===== src/design/ebetc_pkg.sv =====
// Package: register map, field layout, divider table and shared types of the event timer block
package ebetc_pkg;

  // ****************************************
  // Register indices (byte address = index * 4)
  // ****************************************
  localparam logic [15:0] EBETC_IDX_PORT1_LATCH = 16'hff01;
  localparam logic [15:0] EBETC_IDX_PORT3_LATCH = 16'hff03;
  localparam logic [15:0] EBETC_IDX_C0_COUNT = 16'hff16;
  localparam logic [15:0] EBETC_IDX_C0_COMPARE = 16'hff17;
  localparam logic [15:0] EBETC_IDX_C1_COUNT = 16'hff1f;
  localparam logic [15:0] EBETC_IDX_PORT1_DIR = 16'hff21;
  localparam logic [15:0] EBETC_IDX_PORT3_DIR = 16'hff23;
  localparam logic [15:0] EBETC_IDX_C1_COMPARE = 16'hff41;
  localparam logic [15:0] EBETC_IDX_C1_MODE = 16'hff43;
  localparam logic [15:0] EBETC_IDX_C0_CLKSEL = 16'hff6a;
  localparam logic [15:0] EBETC_IDX_C0_MODE = 16'hff6b;
  localparam logic [15:0] EBETC_IDX_C1_CLKSEL = 16'hff8c;
  localparam int EBETC_ADDR_W = 18;

  // ****************************************
  // Reset values and field positions
  // ****************************************
  localparam logic [7:0] EBETC_CLKSEL_RST = 8'h00;
  localparam logic [7:0] EBETC_MODE_RST = 8'h00;
  localparam logic [7:0] EBETC_PORT1_DIR_RST = 8'hff;
  localparam logic [3:0] EBETC_PORT3_DIR_RST = 4'hf;
  localparam logic [7:0] EBETC_BYTE_ZERO = 8'h00;
  localparam int EBETC_C0_PIN_BIT = 7;
  localparam int EBETC_C1_PIN_BIT = 3;
  localparam logic [7:0] EBETC_COUNT_MAX = 8'hff;

  // ****************************************
  // Clock select codes and divider table
  // ****************************************
  localparam logic [2:0] EBETC_SEL_EXT_FALL = 3'h0;
  localparam logic [2:0] EBETC_SEL_EXT_RISE = 3'h1;
  localparam int EBETC_PRE_W = 13;
  // Log2 of the divider for codes 2..7, entry 0 is code 2
  localparam logic [5:0][3:0] EBETC_C0_SHIFT = {4'hd, 4'h8, 4'h6, 4'h2, 4'h1, 4'h0};
  localparam logic [5:0][3:0] EBETC_C1_SHIFT = {4'hc, 4'h8, 4'h6, 4'h4, 4'h1, 4'h0};

  localparam logic [1:0] EBETC_RESP_OKAY = 2'h0;
  localparam logic [1:0] EBETC_RESP_DECERR = 2'h3;

  // Mode control byte, laid out bit for bit as software sees it
  typedef struct packed {
    logic run;
    logic pwm;
    logic [1:0] zero;
    logic ff_set;
    logic ff_clear;
    logic inv_pol;
    logic out_en;
  } ebetc_mode_t;

endpackage


===== src/design/ebetc_top.sv =====
// Two 8-bit timer/event counters with their control registers behind an AXI4-Lite slave
//
// Summary of operation
// Reset clears each clock select register
// Counter 0 clock codes: edges or fx divisions
// Counter 1 codes differ at 100 and 111
// Software writes zero to clock select bits 7:3
// Software stops counter before changing clock select
// Reset clears mode control: stopped, disabled, match-clear
// Run bit low clears and holds counter
// Mode bit selects match-clear or PWM
// Set/clear bits preset or clear output flip-flop
// Set/clear bits ignored in PWM mode
// Set/clear bits always read back zero
// Bit 1 enables inversion or selects PWM level
// Output enable low drives timer output low
// Software avoids changing conflicting bit groups together
// Software stops counter before changing mode bit
// Stopping in PWM mode forces inactive output
// Settings reach the pin even while stopped
// Software sets pin direction and latch for use
// Reset sets port direction registers all ones
// Direction bit zero enables pin output buffer
// Interval match clears counter and raises interrupt
// Counter increments on selected clock, read-only
// PWM active at overflow, inactive at match
// PWM compare update takes effect at overflow
// Two instances of one counter module, divider table set by CNT_ID
//
// The AXI4-Lite slave port is this design's own decision.
`timescale 1ns/10ps
`default_nettype none

module ebetc_counter
  import ebetc_pkg::*;
#(
  parameter int CNT_ID = 0
) (
  // Clock and reset
  input wire logic clk_in,
  input wire logic rst_in,
  // Register access
  input wire logic wr_clksel_in,
  input wire logic wr_mode_in,
  input wire logic wr_cmp_in,
  input wire logic [7:0] wdata_in,
  output logic [7:0] clksel_out,
  output logic [7:0] mode_out,
  output logic [7:0] cmp_out,
  output logic [7:0] count_out,
  // Count sources
  input wire logic [EBETC_PRE_W-1:0] pre_in,
  input wire logic ext_in,
  // Timer output and match event
  output logic tout_out,
  output logic match_out
);

  if (CNT_ID != 0 && CNT_ID != 1) begin : g_bad_id
    $error("ebetc_counter: CNT_ID must be 0 or 1");
  end

  // ****************************************
  // Registers and count clock selection
  // ****************************************
  logic [2:0] clksel;
  ebetc_mode_t mode;
  logic [7:0] cmp;
  logic [7:0] cmp_act;
  logic [7:0] cnt;
  logic tff;
  logic pwm_ff;
  logic ext_s1;
  logic ext_s2;
  logic ext_s3;

  wire ebetc_mode_t wmode = ebetc_mode_t'(wdata_in);
  wire logic ext_rise = ext_s2 & ~ext_s3;
  wire logic ext_fall = ~ext_s2 & ext_s3;
  wire logic [2:0] div_code = clksel - 3'h2;
  wire logic [3:0] shift = (CNT_ID == 1) ? EBETC_C1_SHIFT[div_code]
                                          : EBETC_C0_SHIFT[div_code];
  wire logic [EBETC_PRE_W-1:0] div_mask = EBETC_PRE_W'((14'h0001 << shift) - 14'h0001);
  wire logic div_tick = &(pre_in | ~div_mask);
  wire logic tick = (clksel == EBETC_SEL_EXT_FALL) ? ext_fall
                  : (clksel == EBETC_SEL_EXT_RISE) ? ext_rise
                  : div_tick;
  wire logic step = mode.run & tick;
  wire logic hit_clear = step & ~mode.pwm & (cnt == cmp);
  wire logic overflow = step & mode.pwm & (cnt == EBETC_COUNT_MAX);
  // Preset bits only act when the written byte keeps match-clear mode
  wire logic preset_go = wr_mode_in & ~wmode.pwm & (wmode.ff_set ^ wmode.ff_clear);
  wire logic [7:0] next_cnt = hit_clear ? EBETC_BYTE_ZERO : cnt + 8'h01;
  // Inactive as the count reaches the compare value, so the active width is N ticks
  wire logic hit_pwm = step & mode.pwm & (next_cnt == cmp_act);
  wire logic pin_level = mode.pwm ? (pwm_ff ^ mode.inv_pol) : tff;

  // The external input comes from a pin: two flops before any logic looks at it
  always_ff @(posedge clk_in or posedge rst_in) begin
    if (rst_in) begin
      ext_s1 <= 1'b0;
      ext_s2 <= 1'b0;
      ext_s3 <= 1'b0;
    end else begin
      ext_s1 <= ext_in;
      ext_s2 <= ext_s1;
      ext_s3 <= ext_s2;
    end
  end

  always_ff @(posedge clk_in or posedge rst_in) begin
    if (rst_in) begin
      clksel <= EBETC_CLKSEL_RST[2:0];
      mode <= ebetc_mode_t'(EBETC_MODE_RST);
      cmp <= EBETC_BYTE_ZERO;
    end else begin
      if (wr_clksel_in) begin
        clksel <= wdata_in[2:0];
      end
      if (wr_mode_in) begin
        mode <= wmode;
      end
      if (wr_cmp_in) begin
        cmp <= wdata_in;
      end
    end
  end

  // ****************************************
  // Counter, output flip-flops, compare buffer
  // ****************************************
  always_ff @(posedge clk_in or posedge rst_in) begin
    if (rst_in) begin
      cnt <= EBETC_BYTE_ZERO;
      match_out <= 1'b0;
    end else begin
      match_out <= hit_clear;
      if (!mode.run) begin
        cnt <= EBETC_BYTE_ZERO;
      end else if (step) begin
        cnt <= next_cnt;
      end
    end
  end

  always_ff @(posedge clk_in or posedge rst_in) begin
    if (rst_in) begin
      tff <= 1'b0;
    end else if (preset_go) begin
      tff <= wmode.ff_set;
    end else if (hit_clear && mode.inv_pol) begin
      tff <= ~tff;
    end
  end

  // A compare write lands in the buffer; PWM only sees it at the next wrap, so a
  // half-updated period can never be emitted
  always_ff @(posedge clk_in or posedge rst_in) begin
    if (rst_in) begin
      cmp_act <= EBETC_BYTE_ZERO;
      pwm_ff <= 1'b0;
    end else begin
      if (!mode.pwm || !mode.run || overflow) begin
        cmp_act <= cmp;
      end
      if (!mode.run) begin
        pwm_ff <= 1'b0;
      end else if (overflow) begin
        pwm_ff <= 1'b1;
      end else if (hit_pwm) begin
        pwm_ff <= 1'b0;
      end
    end
  end

  // Output follows the settings one clock later, running or not
  always_ff @(posedge clk_in or posedge rst_in) begin
    if (rst_in) begin
      tout_out <= 1'b0;
    end else begin
      tout_out <= mode.out_en & pin_level;
    end
  end

  assign clksel_out = {5'h00, clksel};
  assign mode_out = {mode.run, mode.pwm, 2'h0, 2'h0, mode.inv_pol, mode.out_en};
  assign cmp_out = cmp;
  assign count_out = cnt;
endmodule

module ebetc_top
  import ebetc_pkg::*;
(
  // Clock and reset
  input wire logic clk_in,
  input wire logic rst_in,
  // AXI4-Lite write channels
  input wire logic [EBETC_ADDR_W-1:0] s_axi_awaddr_in,
  input wire logic s_axi_awvalid_in,
  output logic s_axi_awready_out,
  input wire logic [31:0] s_axi_wdata_in,
  input wire logic [3:0] s_axi_wstrb_in,
  input wire logic s_axi_wvalid_in,
  output logic s_axi_wready_out,
  output logic [1:0] s_axi_bresp_out,
  output logic s_axi_bvalid_out,
  input wire logic s_axi_bready_in,
  // AXI4-Lite read channels
  input wire logic [EBETC_ADDR_W-1:0] s_axi_araddr_in,
  input wire logic s_axi_arvalid_in,
  output logic s_axi_arready_out,
  output logic [31:0] s_axi_rdata_out,
  output logic [1:0] s_axi_rresp_out,
  output logic s_axi_rvalid_out,
  input wire logic s_axi_rready_in,
  // Shared pin of counter 0: count input or timer output
  input wire logic timer0_pin_in,
  output logic timer0_pin_out,
  output logic timer0_pin_oe_out,
  // Shared pin of counter 1
  input wire logic timer1_pin_in,
  output logic timer1_pin_out,
  output logic timer1_pin_oe_out,
  // Match interrupt requests
  output logic match0_out,
  output logic match1_out
);

  // ****************************************
  // Write channel
  // ****************************************
  logic [15:0] aw_idx;
  logic [7:0] wbyte;
  logic wbyte_en;
  logic [7:0] port1_dir;
  logic [3:0] port3_dir;
  logic [7:0] port1_latch;
  logic [3:0] port3_latch;
  logic [EBETC_PRE_W-1:0] pre;

  // Both halves held and no answer pending: perform the write this cycle
  wire logic write_go = ~s_axi_awready_out & ~s_axi_wready_out & ~s_axi_bvalid_out;
  wire logic wr_ok = write_go & wbyte_en;
  wire logic hit_w_p1d = aw_idx == EBETC_IDX_PORT1_DIR;
  wire logic hit_w_p3d = aw_idx == EBETC_IDX_PORT3_DIR;
  wire logic hit_w_p1l = aw_idx == EBETC_IDX_PORT1_LATCH;
  wire logic hit_w_p3l = aw_idx == EBETC_IDX_PORT3_LATCH;
  wire logic hit_w_c0s = aw_idx == EBETC_IDX_C0_CLKSEL;
  wire logic hit_w_c0m = aw_idx == EBETC_IDX_C0_MODE;
  wire logic hit_w_c0c = aw_idx == EBETC_IDX_C0_COMPARE;
  wire logic hit_w_c1s = aw_idx == EBETC_IDX_C1_CLKSEL;
  wire logic hit_w_c1m = aw_idx == EBETC_IDX_C1_MODE;
  wire logic hit_w_c1c = aw_idx == EBETC_IDX_C1_COMPARE;
  wire logic hit_w_cnt = (aw_idx == EBETC_IDX_C0_COUNT) | (aw_idx == EBETC_IDX_C1_COUNT);
  wire logic w_mapped = hit_w_p1d | hit_w_p3d | hit_w_p1l | hit_w_p3l | hit_w_c0s
                      | hit_w_c0m | hit_w_c0c | hit_w_c1s | hit_w_c1m | hit_w_c1c | hit_w_cnt;

  always_ff @(posedge clk_in or posedge rst_in) begin
    if (rst_in) begin
      s_axi_awready_out <= 1'b1;
      s_axi_wready_out <= 1'b1;
      s_axi_bvalid_out <= 1'b0;
      s_axi_bresp_out <= EBETC_RESP_OKAY;
      aw_idx <= 16'h0000;
      wbyte <= EBETC_BYTE_ZERO;
      wbyte_en <= 1'b0;
    end else begin
      if (s_axi_awvalid_in && s_axi_awready_out) begin
        aw_idx <= s_axi_awaddr_in[EBETC_ADDR_W-1:2];
        s_axi_awready_out <= 1'b0;
      end
      if (s_axi_wvalid_in && s_axi_wready_out) begin
        wbyte <= s_axi_wdata_in[7:0];
        wbyte_en <= s_axi_wstrb_in[0];
        s_axi_wready_out <= 1'b0;
      end
      if (write_go) begin
        s_axi_bvalid_out <= 1'b1;
        s_axi_bresp_out <= w_mapped ? EBETC_RESP_OKAY : EBETC_RESP_DECERR;
      end
      if (s_axi_bvalid_out && s_axi_bready_in) begin
        s_axi_bvalid_out <= 1'b0;
        s_axi_awready_out <= 1'b1;
        s_axi_wready_out <= 1'b1;
      end
    end
  end

  // ****************************************
  // Port registers and prescaler
  // ****************************************
  always_ff @(posedge clk_in or posedge rst_in) begin
    if (rst_in) begin
      port1_dir <= EBETC_PORT1_DIR_RST;
      port3_dir <= EBETC_PORT3_DIR_RST;
      port1_latch <= EBETC_BYTE_ZERO;
      port3_latch <= 4'h0;
    end else if (wr_ok) begin
      if (hit_w_p1d) begin
        port1_dir <= wbyte;
      end else if (hit_w_p3d) begin
        port3_dir <= wbyte[3:0];
      end else if (hit_w_p1l) begin
        port1_latch <= wbyte;
      end else if (hit_w_p3l) begin
        port3_latch <= wbyte[3:0];
      end
    end
  end

  // One free-running divider feeds both counters, so their divided clocks stay in phase
  always_ff @(posedge clk_in or posedge rst_in) begin
    if (rst_in) begin
      pre <= '0;
    end else begin
      pre <= pre + EBETC_PRE_W'(1);
    end
  end

  // ****************************************
  // Counter instances
  // ****************************************
  logic [7:0] c0_sel;
  logic [7:0] c0_mode;
  logic [7:0] c0_cmp;
  logic [7:0] c0_cnt;
  logic c0_tout;
  logic [7:0] c1_sel;
  logic [7:0] c1_mode;
  logic [7:0] c1_cmp;
  logic [7:0] c1_cnt;
  logic c1_tout;

  ebetc_counter #(.CNT_ID(0)) u_counter0 (
    .clk_in(clk_in),
    .rst_in(rst_in),
    .wr_clksel_in(wr_ok & hit_w_c0s),
    .wr_mode_in(wr_ok & hit_w_c0m),
    .wr_cmp_in(wr_ok & hit_w_c0c),
    .wdata_in(wbyte),
    .clksel_out(c0_sel),
    .mode_out(c0_mode),
    .cmp_out(c0_cmp),
    .count_out(c0_cnt),
    .pre_in(pre),
    .ext_in(timer0_pin_in),
    .tout_out(c0_tout),
    .match_out(match0_out)
  );

  ebetc_counter #(.CNT_ID(1)) u_counter1 (
    .clk_in(clk_in),
    .rst_in(rst_in),
    .wr_clksel_in(wr_ok & hit_w_c1s),
    .wr_mode_in(wr_ok & hit_w_c1m),
    .wr_cmp_in(wr_ok & hit_w_c1c),
    .wdata_in(wbyte),
    .clksel_out(c1_sel),
    .mode_out(c1_mode),
    .cmp_out(c1_cmp),
    .count_out(c1_cnt),
    .pre_in(pre),
    .ext_in(timer1_pin_in),
    .tout_out(c1_tout),
    .match_out(match1_out)
  );

  // Pin drives timer output merged with the latch; software keeps the latch at zero
  always_ff @(posedge clk_in or posedge rst_in) begin
    if (rst_in) begin
      timer0_pin_out <= 1'b0;
      timer0_pin_oe_out <= 1'b0;
      timer1_pin_out <= 1'b0;
      timer1_pin_oe_out <= 1'b0;
    end else begin
      timer0_pin_out <= c0_tout | port1_latch[EBETC_C0_PIN_BIT];
      timer0_pin_oe_out <= ~port1_dir[EBETC_C0_PIN_BIT];
      timer1_pin_out <= c1_tout | port3_latch[EBETC_C1_PIN_BIT];
      timer1_pin_oe_out <= ~port3_dir[EBETC_C1_PIN_BIT];
    end
  end

  // ****************************************
  // Read channel
  // ****************************************
  wire logic [15:0] ar_idx = s_axi_araddr_in[EBETC_ADDR_W-1:2];
  wire logic hit_r_p1d = ar_idx == EBETC_IDX_PORT1_DIR;
  wire logic hit_r_p3d = ar_idx == EBETC_IDX_PORT3_DIR;
  wire logic hit_r_p1l = ar_idx == EBETC_IDX_PORT1_LATCH;
  wire logic hit_r_p3l = ar_idx == EBETC_IDX_PORT3_LATCH;
  wire logic hit_r_c0s = ar_idx == EBETC_IDX_C0_CLKSEL;
  wire logic hit_r_c0m = ar_idx == EBETC_IDX_C0_MODE;
  wire logic hit_r_c0c = ar_idx == EBETC_IDX_C0_COMPARE;
  wire logic hit_r_c0n = ar_idx == EBETC_IDX_C0_COUNT;
  wire logic hit_r_c1s = ar_idx == EBETC_IDX_C1_CLKSEL;
  wire logic hit_r_c1m = ar_idx == EBETC_IDX_C1_MODE;
  wire logic hit_r_c1c = ar_idx == EBETC_IDX_C1_COMPARE;
  wire logic hit_r_c1n = ar_idx == EBETC_IDX_C1_COUNT;
  wire logic r_mapped = hit_r_p1d | hit_r_p3d | hit_r_p1l | hit_r_p3l | hit_r_c0s | hit_r_c0m
                      | hit_r_c0c | hit_r_c0n | hit_r_c1s | hit_r_c1m | hit_r_c1c | hit_r_c1n;
  wire logic [7:0] rbyte = hit_r_p1d ? port1_dir
                         : hit_r_p3d ? {4'h0, port3_dir}
                         : hit_r_p1l ? port1_latch
                         : hit_r_p3l ? {4'h0, port3_latch}
                         : hit_r_c0s ? c0_sel
                         : hit_r_c0m ? c0_mode
                         : hit_r_c0c ? c0_cmp
                         : hit_r_c0n ? c0_cnt
                         : hit_r_c1s ? c1_sel
                         : hit_r_c1m ? c1_mode
                         : hit_r_c1c ? c1_cmp
                         : hit_r_c1n ? c1_cnt
                         : EBETC_BYTE_ZERO;

  always_ff @(posedge clk_in or posedge rst_in) begin
    if (rst_in) begin
      s_axi_arready_out <= 1'b1;
      s_axi_rvalid_out <= 1'b0;
      s_axi_rdata_out <= 32'h0000_0000;
      s_axi_rresp_out <= EBETC_RESP_OKAY;
    end else begin
      if (s_axi_arvalid_in && s_axi_arready_out) begin
        s_axi_arready_out <= 1'b0;
        s_axi_rvalid_out <= 1'b1;
        s_axi_rdata_out <= {24'h00_0000, rbyte};
        s_axi_rresp_out <= r_mapped ? EBETC_RESP_OKAY : EBETC_RESP_DECERR;
      end else if (s_axi_rvalid_out && s_axi_rready_in) begin
        s_axi_rvalid_out <= 1'b0;
        s_axi_arready_out <= 1'b1;
      end
    end
  end
endmodule

`default_nettype wire


===== config.mk =====
export PLATFORM = sky130hd
export DESIGN_NAME = ebetc_top
export DESIGN_NICKNAME = d
export VERILOG_FILES = /design/src/design/ebetc_pkg.sv /design/src/design/ebetc_top.sv
export SDC_FILE = /design/constraint.sdc
export NUM_CORES = 1
export LEC_CHECK = 0
export ABC_AREA = 1
export BUFFER_PORTS_ARGS = -buffer_cell sky130_fd_sc_hd__clkbuf_2
export CAP_MARGIN = 10
export CORE_ASPECT_RATIO = 0.75
export CORE_MARGIN = 2
export CORE_UTILIZATION = 59
export CTS_BUF_LIST = sky130_fd_sc_hd__clkbuf_4 sky130_fd_sc_hd__clkbuf_8
export DETAILED_ROUTE_END_ITERATION = 6
export GPL_TIMING_DRIVEN = 0
export PLACE_DENSITY_LB_ADDON = 0.25
export SYNTH_ARGS = -nofsm -noshare
export SYNTH_HDL_FRONTEND = slang
export SYNTH_SLANG_ARGS = --single-unit

===== constraint.sdc =====
create_clock -name clk_in -period 5.94 [get_ports clk_in]
set_input_delay 0.891 -clock clk_in [delete_from_list [all_inputs] [get_ports clk_in]]
set_output_delay 0.891 -clock clk_in [all_outputs]
set_load 0.01 [all_outputs]

==> results by group <==
Outcome
  – Status: complete, but fails checks
  – Failing checks: DRC

Place
  – Placed inst area: 0.00926 mm^2
  – RD Place Congestion: 0.952
  – Port bufs: 72
  – Post-DP HPWL: 16600 um

Worst setup path
  – Req. time, crit path: 6.29 ns
  – Reg-to-reg endpoint: u_counter0.cmp_act[6]
  – R2R setup slack: 2.37 ns
  – Worst path arrival time: 3.92 ns
  – Worst setup SP type: register
  – R2r startpoint: u_counter0.clksel[1]
  – CP Max Fanout: 10
  – Crit path capture type: register
  – Reg2Reg Depth: 18
  – WS Path Type: register to register

Pwr
  – P_int: 1.79 mW
  – Lkg Pwr: 4.71 nW
  – P_sw: 870 uW
  – Comb pwr share: 0.187
  – Clock power frac: 0.334
  – Maximum VDD drop: 0.273 mV
  – P per Cell Area: 275 mW/mm^2
  – Flop pwr share: 0.479
  – Sw frac: 0.327

Yosys
  – Cell with the most instances after synthesis: nand2_1
  – Yosys top cell area share: 0.417
  – Post-synthesis cell type count: 49
  – Syn Inst Count: 1086
  – Synth warn: 0
  – Post-synth ARST share: 1.00
  – Syn avg cell area: 7.85 um^2
  – Sequential share of the synthesized area: 0.463
  – Post-synth top flop: dfrtp_1
  – Commonest cells post-synth: 255 x nand2_1, 142 x dfrtp_1, 135 x inv_1, 119 x nor2_1, 89 x o21ai_0
  – Post-synthesis cell area: 0.00853 mm^2
  – EDFF count, synth: 0
  – FF+latch count, synth: 157
  – Synth area leaders: dfrtp_1 42%, nand2_1 11%, inv_1 5.9%
  – Synth area leader: dfrtp_1

Routing
  – Via count: 7599
  – Vias per inst: 5.37
  – Post-Route WL: 22200 um
  – First-pass DRT Iterations: 7
  – WL per Instance: 15.7 um
  – Initial DRC Count: 717
  – Drt drc: 1
  – Post-route ant nets: 0

Timing
  – FMAX: 280 MHz
  – Setup TNS: 0 ns
  – Pins Over Slew Limit: 0
  – Final period util: 0.601
  – Setup violators final: 0
  – Hold_ws: 0.359 ns
  – Slew headroom: 0.421
  – Final Hold Viols: 0
  – Clock skew: 0.0132 ns
  – Worst slew pin tran: 0.859 ns
  – Unrepaired setup endpoints after global routing: no
  – Fin crit period: 3.57 ns

Floorplanning
  – Die width: 143 um
  – I/O pin count: 128
  – Die Y: 108 um
  – Starting density of the core: 0.596
  – Die ar.: 0.0154 mm^2
  – Row count: 38
  – Core area: 0.0143 mm^2

GRT
  – First-pass GRT wire length: 35900 um
  – GRT Util Overall: 0.303
  – Largest net degree at the start of global routing: 91
  – Vias in the first global route: 7098
  – Initial antenna violation count: 0
  – Overflow after GRT: 0

CTS
  – Clk_lat worst skew: 0.48 ns
  – CTS Buf Count: 17
  – # hold bufs at CTS: 0
  – Clock buffer depth: 2
  – Post-cts sizing count: 0
  – Root Driver: clkbuf_8
  – Clock sink total: 157
  – CTS tree: done
  – H-tree Lvls: 4
  – Clk pin slew, worst setup/hold paths: 0.10 ns
  – # Post-CTS Setup Buffers: 0

Hold path
  – WHS Endpoint: u_counter1.ext_s2
  – Hold Path Origin: u_counter1.ext_s1
  – Hold path cells: 0
  – HP Class: register to register

Layout
  – Final instance area: 0.00969 mm^2
  – # nets final: 1288
  – Share of cells above drive strength 1: 0.165
  – Inserted Diodes: 0
  – Area growth syn-to-layout: 13.7%
  – Util after Layout: 0.677

Job
  – Maxcap violations: 0
## cell type report
type                       instances  area (um^2)
buffer                            44          297
clock inverter                    14          194
timing repair buffer              73          388
sequential                       157         3950
tap                              200          250
inverter                         138          523
fill                            1249         4620
multi-input combinational        770         3850
clock buffer                      18          241
## worst max-delay path, stage by stage (launching register included)
cell,delay (ns)
dfrtp_1,0.55
inv_2,0.09
ha_1,0.42
nor2_1,0.28
nand3_1,0.11
ha_1,0.29
or2_2,0.09
o21ai_0,0.07
nor2_1,0.10
nand3_1,0.08
nor2_1,0.10
nand2_1,0.08
nand2_2,0.13
nand3_2,0.23
nor2_2,0.24
nand2_1,0.12
nand3_2,0.19
buf_6,0.18
o21ai_0,0.09
## metal layers
metal | up-vias | wire [um] | part of all wire | global-route usage
met5 | - | 0 | 0 | 0
met4 | 0 | 409 | 0.018 | 0.0983
met3 | 32 | 1800 | 0.081 | 0.0748
met2 | 302 | 9410 | 0.42 | 0.444
met1 | 3527 | 10500 | 0.48 | 0.444
li1 | 3738 | - | - | -
## cells in the final DEF, fill, tap and decap left out, types with 3 or more instances in the layout
| cell | n |
|---|---|
| inv_8 | 4 |
| buf_4 | 26 |
| nor3_1 | 31 |
| clkbuf_8 | 17 |
| nand3_1 | 57 |
| mux2_2 | 14 |
| o21ai_2 | 3 |
| buf_6 | 4 |
| conb_1 | 24 |
| o21a_1 | 6 |
| a21oi_1 | 44 |
| o2111ai_1 | 7 |
| inv_1 | 134 |
| nand2_1 | 255 |
| clkbuf_1 | 11 |
| nand2_2 | 6 |
| nor4_1 | 8 |
| xor2_1 | 24 |
| inv_6 | 6 |
| nand3_2 | 4 |
| dfstp_2 | 15 |
| bufinv_16 | 3 |
| nand4_1 | 7 |
| a211oi_1 | 3 |
| nor2_1 | 119 |
| nor2_2 | 4 |
| o21ai_0 | 89 |
| o21bai_1 | 3 |
| dfrtp_1 | 142 |
| a31oi_1 | 4 |
| or2_2 | 6 |
| o22ai_1 | 19 |
| ha_1 | 6 |
| inv_2 | 3 |
| clkbuf_2 | 73 |
| xnor2_1 | 5 |
## logic make-up after synthesis
logic type                 Yosys count  share of synthesized area
buffers and inverters              182                     0.0955
adders and majority gates            6                    0.00880
xor gates and xnor gates            30                     0.0317
other                                1                   0.000440
and+or+nand+nor                    503                      0.252
muxes                               16                     0.0208
AOI/OAI and AO/OA                  191                      0.128
DFF                                157                      0.463
## through the flow
step / setup WS (ns) / std cells / power (mW)
global placement: -0.817 / 1381 / 1.77
global route: 2.14 / 1414 / 2.78
CTS: 2.41 / 1414 / 2.66
detailed placement: 2.41 / 1382 / 1.78
finish: 2.37 / 1414 / 2.66
floorplan: 0.839 / 1109 / 1.59
## power by group through the flow
stage                     logic [mW]  registers, mW  clock network [mW]
after global routing           0.550           1.29               0.938
after detailed placement       0.491           1.29                   0
after global placement         0.479           1.29                   0
after floorplan                0.301           1.29                   0
final                          0.498           1.28               0.890
after CTS                      0.493           1.27               0.893
## worst max-delay path by stage
stage	endpoint	from	slack [ns]
final	u_counter0.cmp_act[6]	u_counter0.clksel[1]	2.37
after global routing	u_counter0.pwm_ff	u_counter0.clksel[1]	2.14
after CTS	u_counter0.cmp_act[6]	u_counter0.clksel[1]	2.41
after global placement	u_counter0.cmp_act[4]	rst_in	-0.82
after detailed placement	u_counter0.cmp_act[6]	u_counter0.clksel[1]	2.41
after floorplan	aw_idx[0]	rst_in	0.84
## sequential cells by signal, summed over array words and instances, names as in the netlist, 3 cells and up
name and flops:
aw_idx 16, u_counter0.mode_out 4, u_counter1.cmp_out 8, port1_latch 8, wbyte 8, u_counter0.cmp_act 8
pre 13, u_counter1.count_out 8, s_axi_rdata_out 8, u_counter0.cmp_out 8, port3_dir 4, u_counter0.clksel 3
u_counter0.count_out 8, port1_dir 8, u_counter1.clksel 3, port3_latch 4, u_counter1.mode_out 4, u_counter1.cmp_act 8
Power figures use the tool's default switching activity.
